**src/core/evf_defines.svh**
```systemverilog
// field positions, offsets and reset values of the channel event register
// assumes inclusion by bare name from the design files
`ifndef EVF_DEFINES_SVH
`define EVF_DEFINES_SVH
`define OFS_BASE 4'h0
`define OFS_CLR 4'h4
`define OFS_SET 4'h8
`define OFS_INV 4'hC
`define OFS_MASK 4'h0
`define FLAG_LSB 0
`define ENA_LSB 16
`define N_EVENTS 8
`define BIT_SRC_DONE 3'h7
`define BIT_SRC_HALF 3'h6
`define BIT_DST_DONE 3'h5
`define BIT_DST_HALF 3'h4
`define BIT_BLOCK 3'h3
`define BIT_CELL 3'h2
`define BIT_ABORT 3'h1
`define BIT_ADDR_ERR 3'h0
`define RESET_BYTE 8'h00
`define IMPL_MASK 32'h00FF00FF
`define WIN_CHAN 2'h0
`define WIN_STS 2'h1
`define WIN_MSK 2'h2
`endif

```
**src/core/evf_pkg.sv**
```systemverilog
// types shared by the event flag block
// assumes evf_defines.svh sits beside it
package evf_pkg;
	typedef enum logic [1:0] {
		OP_WRITE,
		OP_CLEAR,
		OP_SET,
		OP_INVERT
	} write_op_t;
	typedef logic [7:0] event_vec_t;
endpackage

```
**src/core/dma_channel_event_flags.sv**
```systemverilog
// channel event flag and enable register behind an AHB-Lite slave
// assumes the transfer engine drives pointers and event pulses on sys_clk
// What this block does
// the source-done flag in bit 7 sets when the source pointer equals the source size.
// the source half flag in bit 6 sets when the source pointer reaches half the source size.
// the destination-done flag in bit 5 sets when the destination pointer equals its size.
// bit 23 enables the source-done event onto the channel interrupt.
// bit 21 enables the destination-done event onto the channel interrupt.
// bit 20 enables the destination half event onto the channel interrupt.
// bit 19 enables the block-complete event onto the channel interrupt.
// bit 18 enables the cell-complete event onto the channel interrupt.
// bit 17 enables the abort event onto the channel interrupt.
// bit 16 enables the address-error event onto the channel interrupt.
// bits 31 to 24 and 15 to 8 read zero and ignore writes.
// writes at offsets 0x4, 0x8 and 0xC clear, set or invert the bits written as one.
// the channel request is high while any flag and its enable are both one.
// software clears a flag by writing zero; a set flag holds until then.
//
// Decided for this implementation: the register offsets and register access over AHB-Lite.
`timescale 1ns/1ps
`include "evf_defines.svh"
module dma_channel_event_flags
	import evf_pkg::*;
#(
	parameter int PtrWidth = 16
) (
	input wire logic sys_clk,
	input wire logic rstn,
	input wire logic hsel,
	input wire logic [31:0] haddr,
	input wire logic [1:0] htrans,
	input wire logic hwrite,
	input wire logic [2:0] hsize,
	input wire logic [31:0] hwdata,
	input wire logic hready,
	output logic hreadyout,
	output logic hresp,
	output logic [31:0] hrdata,
	input wire logic [PtrWidth-1:0] srcPointer,
	input wire logic [PtrWidth-1:0] srcSize,
	input wire logic [PtrWidth-1:0] dstPointer,
	input wire logic [PtrWidth-1:0] dstSize,
	input wire logic blockDone,
	input wire logic cellDone,
	input wire logic transferAbort,
	input wire logic addrError,
	output logic channelIrq,
	output logic sysIrq
);
	initial begin
		if (PtrWidth < 2 || PtrWidth > 32) $error("PtrWidth out of range");
	end

	// decode of the low address nibble into a write operation
	function automatic write_op_t decodeOp(input logic [3:0] ofs);
		write_op_t op;
		op = OP_WRITE;
		if (ofs == `OFS_CLR) op = OP_CLEAR;
		if (ofs == `OFS_SET) op = OP_SET;
		if (ofs == `OFS_INV) op = OP_INVERT;
		return op;
	endfunction

	// apply one write operation to an eight-bit field
	function automatic event_vec_t applyOp(input write_op_t op, input event_vec_t cur,
		input event_vec_t wd);
		event_vec_t res;
		res = cur;
		unique case (op)
			OP_WRITE: res = wd;
			OP_CLEAR: res = cur & ~wd;
			OP_SET: res = cur | wd;
			OP_INVERT: res = cur ^ wd;
		endcase
		return res;
	endfunction

	logic srcDoneHit;
	logic srcHalfHit;
	logic dstDoneHit;
	logic dstHalfHit;

	// pointer comparisons against the programmed sizes
	evf_pointer_match #(
		.PtrWidth(PtrWidth)
	) u_match (
		.sys_clk(sys_clk),
		.rstn(rstn),
		.srcPointer(srcPointer),
		.srcSize(srcSize),
		.dstPointer(dstPointer),
		.dstSize(dstSize),
		.srcDoneHit(srcDoneHit),
		.srcHalfHit(srcHalfHit),
		.dstDoneHit(dstDoneHit),
		.dstHalfHit(dstHalfHit)
	);

	// address phase capture
	logic wrPend_reg;
	logic [3:0] wrOfs_reg;
	logic [1:0] wrWin_reg;
	wire addrPhase = hsel & htrans[1] & hready;
	wire [1:0] win = haddr[5:4];

	always_ff @(posedge sys_clk or negedge rstn) begin
		if (!rstn) begin
			wrPend_reg <= 1'h0;
			wrOfs_reg <= 4'h0;
			wrWin_reg <= `WIN_CHAN;
		end else if (hready) begin
			wrPend_reg <= addrPhase & hwrite;
			wrOfs_reg <= haddr[3:0];
			wrWin_reg <= win;
		end
	end

	// data phase decode: window 0 is the channel register, window 1 the
	// system status, window 2 the system mask
	wire regWrite = wrPend_reg & (wrWin_reg == `WIN_CHAN);
	wire stsWrite = wrPend_reg & (wrWin_reg == `WIN_STS);
	wire mskWrite = wrPend_reg & (wrWin_reg == `WIN_MSK) & (wrOfs_reg == `OFS_MASK);
	wire write_op_t wrOp = decodeOp(wrOfs_reg);
	wire event_vec_t wrFlags = hwdata[`FLAG_LSB +: `N_EVENTS];
	wire event_vec_t wrEnables = hwdata[`ENA_LSB +: `N_EVENTS];

	// hardware events in flag bit order
	event_vec_t hwEvents;
	assign hwEvents[`BIT_SRC_DONE] = srcDoneHit;
	assign hwEvents[`BIT_SRC_HALF] = srcHalfHit;
	assign hwEvents[`BIT_DST_DONE] = dstDoneHit;
	assign hwEvents[`BIT_DST_HALF] = dstHalfHit;
	assign hwEvents[`BIT_BLOCK] = blockDone;
	assign hwEvents[`BIT_CELL] = cellDone;
	assign hwEvents[`BIT_ABORT] = transferAbort;
	assign hwEvents[`BIT_ADDR_ERR] = addrError;

	// flag and enable state
	event_vec_t flag_reg;
	event_vec_t enable_reg;
	wire event_vec_t flagSw = regWrite ? applyOp(wrOp, flag_reg, wrFlags) : flag_reg;
	wire event_vec_t flag_next = flagSw | hwEvents;
	wire event_vec_t enable_next = regWrite ? applyOp(wrOp, enable_reg, wrEnables)
		: enable_reg;

	always_ff @(posedge sys_clk or negedge rstn) begin
		if (!rstn) begin
			flag_reg <= `RESET_BYTE;
			enable_reg <= `RESET_BYTE;
		end else begin
			flag_reg <= flag_next;
			enable_reg <= enable_next;
		end
	end

	// channel request from enabled flags
	assign channelIrq = |(flag_reg & enable_reg);

	// system status register: sticky copy of events, one-to-clear, masked
	event_vec_t sysStatus;
	event_vec_t sysMask;
	evf_status_mask #(
		.Width(`N_EVENTS)
	) u_sys (
		.sys_clk(sys_clk),
		.rstn(rstn),
		.events(hwEvents),
		.clearBits(stsWrite ? wrFlags : `RESET_BYTE),
		.maskWrite(mskWrite),
		.maskData(wrFlags),
		.status(sysStatus),
		.mask(sysMask),
		.irq(sysIrq)
	);

	// read data, registered at the address phase
	wire [31:0] chanWord = ({8'h00, enable_reg, 8'h00, flag_reg}) & `IMPL_MASK;
	wire [31:0] rdSel = (win == `WIN_CHAN) ? chanWord
		: (win == `WIN_STS) ? {24'h000000, sysStatus}
		: (win == `WIN_MSK) ? {24'h000000, sysMask}
		: 32'h00000000;

	always_ff @(posedge sys_clk or negedge rstn) begin
		if (!rstn) hrdata <= 32'h00000000;
		else if (addrPhase & ~hwrite) hrdata <= rdSel;
	end

	assign hreadyout = 1'b1;
	assign hresp = 1'b0;
endmodule

```
**src/core/evf_pointer_match.sv**
```systemverilog
// pointer compare: reports the cycle each pointer condition becomes true
// assumes pointers and sizes come from logic on sys_clk
`timescale 1ns/1ps
`include "evf_defines.svh"
module evf_pointer_match #(
	parameter int PtrWidth = 16
) (
	input wire logic sys_clk,
	input wire logic rstn,
	input wire logic [PtrWidth-1:0] srcPointer,
	input wire logic [PtrWidth-1:0] srcSize,
	input wire logic [PtrWidth-1:0] dstPointer,
	input wire logic [PtrWidth-1:0] dstSize,
	output logic srcDoneHit,
	output logic srcHalfHit,
	output logic dstDoneHit,
	output logic dstHalfHit
);
	initial begin
		if (PtrWidth < 2) $error("PtrWidth too small");
	end

	logic [3:0] levels;
	logic [3:0] prev_reg;

	// level conditions of the four pointer events
	assign levels[3] = (srcPointer == srcSize);
	assign levels[2] = (srcPointer == (srcSize >> 1));
	assign levels[1] = (dstPointer == dstSize);
	assign levels[0] = (dstPointer == (dstSize >> 1));

	// rising edge so a flag cleared while the pointer rests stays clear;
	// resets high so pointer equal to size at release is no false event
	always_ff @(posedge sys_clk or negedge rstn) begin
		if (!rstn) prev_reg <= '1;
		else prev_reg <= levels;
	end

	assign srcDoneHit = levels[3] & ~prev_reg[3];
	assign srcHalfHit = levels[2] & ~prev_reg[2];
	assign dstDoneHit = levels[1] & ~prev_reg[1];
	assign dstHalfHit = levels[0] & ~prev_reg[0];
endmodule

```
**src/core/evf_status_mask.sv**
```systemverilog
// sticky status bits with one-to-clear and a mask onto one level output
// assumes events are sys_clk pulses
`timescale 1ns/1ps
`include "evf_defines.svh"
module evf_status_mask #(
	parameter int Width = 2
) (
	input wire logic sys_clk,
	input wire logic rstn,
	input wire logic [Width-1:0] events,
	input wire logic [Width-1:0] clearBits,
	input wire logic maskWrite,
	input wire logic [Width-1:0] maskData,
	output logic [Width-1:0] status,
	output logic [Width-1:0] mask,
	output logic irq
);
	initial begin
		if (Width < 1) $error("Width must be positive");
	end

	logic [Width-1:0] status_reg;
	logic [Width-1:0] mask_reg;

	// set wins over clear
	always_ff @(posedge sys_clk or negedge rstn) begin
		if (!rstn) status_reg <= '0;
		else status_reg <= (status_reg & ~clearBits) | events;
	end

	always_ff @(posedge sys_clk or negedge rstn) begin
		if (!rstn) mask_reg <= '0;
		else if (maskWrite) mask_reg <= maskData;
	end

	assign status = status_reg;
	assign mask = mask_reg;
	assign irq = |(status_reg & mask_reg);
endmodule

```
**config.mk**
```make
export PLATFORM = sky130hd
export DESIGN_NAME = dma_channel_event_flags
export DESIGN_NICKNAME = d
export VERILOG_FILES = /design/src/core/evf_pkg.sv /design/src/core/dma_channel_event_flags.sv /design/src/core/evf_pointer_match.sv /design/src/core/evf_status_mask.sv
export VERILOG_INCLUDE_DIRS = /design/src /design/src/core
export SDC_FILE = /design/constraint.sdc
export NUM_CORES = 1
export LEC_CHECK = 0
export BUFFER_PORTS_ARGS = -buffer_cell sky130_fd_sc_hd__buf_2
export CAP_MARGIN = 40
export CORE_MARGIN = 1.5
export CORE_UTILIZATION = 30
export CTS_BUF_LIST = sky130_fd_sc_hd__clkbuf_2
export DETAILED_ROUTE_END_ITERATION = 10
export GPL_TIMING_DRIVEN = 0
export HOLD_SLACK_MARGIN = 0.08
export PLACE_DENSITY = 0.61
export SLEW_MARGIN = 25
export SYNTH_ARGS = -nofsm -noshare
export SYNTH_HDL_FRONTEND = slang
export SYNTH_SLANG_ARGS = --single-unit
```
**constraint.sdc**
```tcl
create_clock -name sys_clk -period 1.44 [get_ports sys_clk]
set_clock_uncertainty 0.05 [all_clocks]
set_input_delay 0.072 -clock sys_clk [delete_from_list [all_inputs] [get_ports sys_clk]]
set_output_delay 0.072 -clock sys_clk [all_outputs]
set_load 0.02 [all_outputs]
```
==> impl_metrics.yaml <==
die:
  core_region_area_um2: 13990
  io_pins: 178
  core.rowCount: 43
  dieArea_um2: 15120
  die_y_um: 123.0
  floorplan.initialDensity: 0.3086
  die_w_um: 123.0
clock_tree:
  path_clk_slew_ps: 150
  cts_tree: "built"
  numCtsBuffers: 9
  cts.sink_count: 59
  clk_latency_ps: 500
  htree_levels: 3
  clk_path_buf_depth: 2
  cts_root_buf: "clkbuf_2"
worst_setup_path:
  cpMostUsedCell: "dlygate4sd3_1"
  slowest_delay_ps: 600
  rr_worst_depth: 5
  cp.arrival_ps: 1970
  path_max_fanout: 2
  worstPathRequired_ps: 1820
  criticalPathCategory: "input port to register"
  start_kind: "input port"
  critPathSlowestCell: "dlygate4sd3_1"
  critPathCaptureType: "register"
  worstPathCellList: "buf_2 -> dlygate4sd3_1 -> xor2_1 -> nor4_2 -> nand4_1 -> inv_1 -> dlygate4sd3_1"
timing:
  setup_viol: 18
  timing.final.crit_share: 1.106
  rsz0062_at_grt: "true"
  hold_viol_final: 0
  fmax_mhz: 628.1
  min_period_ps: 1592
  finalSetupTns_ps: -808.1
  finalMaxSlewViolations: 0
  worst_slack_ps: -152.2
  worst_pin_slew_ps: 538.2
  relSlewSlack: 0.6412
cells_and_area:
  num-fill-cells: 1324
  mostFrequentLayoutCells: "buf_2 (112), dlygate4sd3_1 (83), xor2_1 (62), nand2_1 (55), dfrtp_1 (44)"
  diodes: 0
  final_layout_size_suffix_gt1_frac: 0.3865
  final_nets: 897
  final_cells: 907
  area_delta_synth_final_pct: 56.17
  largest-register: "hrdata"
  final_common_cell: "buf_2"
  largest_reg_flops: 16
  post-route-util: 0.4819
logic_synthesis:
  synthesis.area_um2: 4317
  synthCells: 469
  synth_xor_area_frac: 0.1258
  synth.avg_cell_area_um2: 9.204
  synth_top_family_by_area: "compound AO/OA/AOI/OAI gates"
  synth_ff_type: "dfrtp_1"
  ys_ff_latch: 59
  synth-seq-area-share: 0.3432
  synthDistinctLibCells: 37
  synth_compound_area_frac: 0.1554
  ys.warnings.count: 0
  synthArstFlopShare: 1.000
  synth_edf_count: 0
  synth.area.mux_share: 0.06203
  synth-simple-area-share: 0.1272
  synthAdderAreaFrac: 0.09275
status:
  violations: "negative setup slack"
  status: "finished with violations"
route:
  wl_um: 14380
  first_pass_iters: 4
  ant_nets: 0
  drt_iter0_drc: 171
  viasPerCell: 4.915
  drc: 0
  wire_per_inst_um: 15.85
  vias: 4458
grt:
  grt_start_max_net_pins: 60
  grt_use_total: 0.1878
  use_met2: 0.3278
  met1_usage: 0.2243
  grt-busiest-layer: "met2"
  grt_overflow: 0
  grt_pass1_vias: 4451
  grt_pass1_wl_um: 21870
  antenna_found_initial: 0
  grtUsageMet3: 0.03183
power_and_ir_drop:
  p_per_area_nw_per_um2: 865.5
  peakVddDrop_mv: 0.3011
  total_leakage_power_nw: 3.243
min_path:
  min_path_cells: 5
  hold_path.class: "input port to register"
placement:
  io_buffers: 112
  dpl.cell_count: 777
  dpl.hpwl_um: 9210
  place.gp.congestion: 0.8486
  pre_cts_slack_ps: -229.6
run:
  cap_violations: 0
==> worst max-delay path, delay by kind of cell <==
kind | cells | cell delay, ps
buf+inv | 4 | 1310
simple gates | 2 | 420
xor+xnor | 1 | 170
==> report_power, final <==
part / switching, W / internal, W / leakage (nW) / total, W
combinational: 0.00138 / 0.00139 / 2.51 / 0.00276
sequential: 0.000302 / 0.00195 / 0.670 / 0.00226
clock: 0.000598 / 0.000219 / 0.0590 / 0.000817
total: 0.00228 / 0.00356 / 3.24 / 0.00583
==> per-stage QoR <==
step | cell area [um^2] | power, W | hold WS [ps]
6_report | 6741 | 0.005835 | 62.46
2_1_floorplan | 4377 | 0.003406 | -273.6
3_5_place_dp | 5165 | 0.004103 | 143.5
5_1_grt | 6741 | 0.006240 | 83.77
3_3_place_gp | 5162 | 0.003989 | 241.2
4_1_cts | 6250 | 0.005322 | 24.42
==> routing by layer <==
layer,routed length (um),vias to the layer above
met4,598,0
met1,5744,2118
met3,682,60
li1,-,2095
met2,7349,185
met5,0,-
==> cell usage after synthesis, types with 6 or more instances <==
library cell	n	area share
a22oi_2	10	0.029
mux2_2	6	0.016
xor2_1	62	0.13
o22ai_1	16	0.023
o21ai_0	6	0.0070
buf_4	19	0.033
nor4_1	16	0.023
inv_1	37	0.032
nor2_1	9	0.0078
clkbuf_1	9	0.0078
nand4_1	7	0.010
nand2_1	56	0.049
a22oi_1	10	0.017
mux2i_1	20	0.046
o21ai_1	43	0.050
dfrtp_1	55	0.32
a21oi_1	12	0.014
ha_1	32	0.093
==> repair_timing <==
item | 4_1_cts | 5_1_grt
pin swaps | 11 | 32
hold buffers | 82 | 1
endpoints found under the hold margin | 104 | 13
resized for setup | 26 | 76
setup buffers | 17 | 16
setup endpoints to repair | 32 | 33
cloned | 0 | 1
==> cell type report <==
cell class	instances	area, um^2	share of cell area
Tap cell	180	225.2	0.03341
Multi-Input combinational cell	351	2819	0.4182
Timing Repair Buffer	228	1708	0.2533
Clock buffer	11	55.05	0.008166
Buffer	37	274.0	0.04065
Sequential cell	59	1495	0.2218
Inverter	37	146.4	0.02171
Clock inverter	4	18.77	0.002784
==> worst paths after layout <==
path	endpoint	startpoint	slack [ps]
max	u_match.prev_reg[0]	dstSize[7]	-150
min	u_match.prev_reg[1]	dstPointer[8]	60
max reg2reg	enable_reg[3]	wrOfs_reg[1]	-70
min reg2reg	hrdata[0]	hrdata[0]	450
max in group asynchronous	u_match.prev_reg[2]	rstn	310
min in group asynchronous	enable_reg[1]	rstn	450
==> cell families (layout without fill, tap and decap cells) <==
| logic type | count (synthesis) | after routing |
|---|---|---|
| xor gates and xnor gates | 62 | 62 |
| and+or+nand+nor | 108 | 108 |
| adders and majority gates | 32 | 32 |
| buffers and inverters | 75 | 317 |
| muxes | 26 | 26 |
| AOI/OAI and AO/OA | 105 | 105 |
| other | 2 | 18 |
| DFF | 59 | 59 |
No activity file was read; power rests on OpenSTA's default activity.
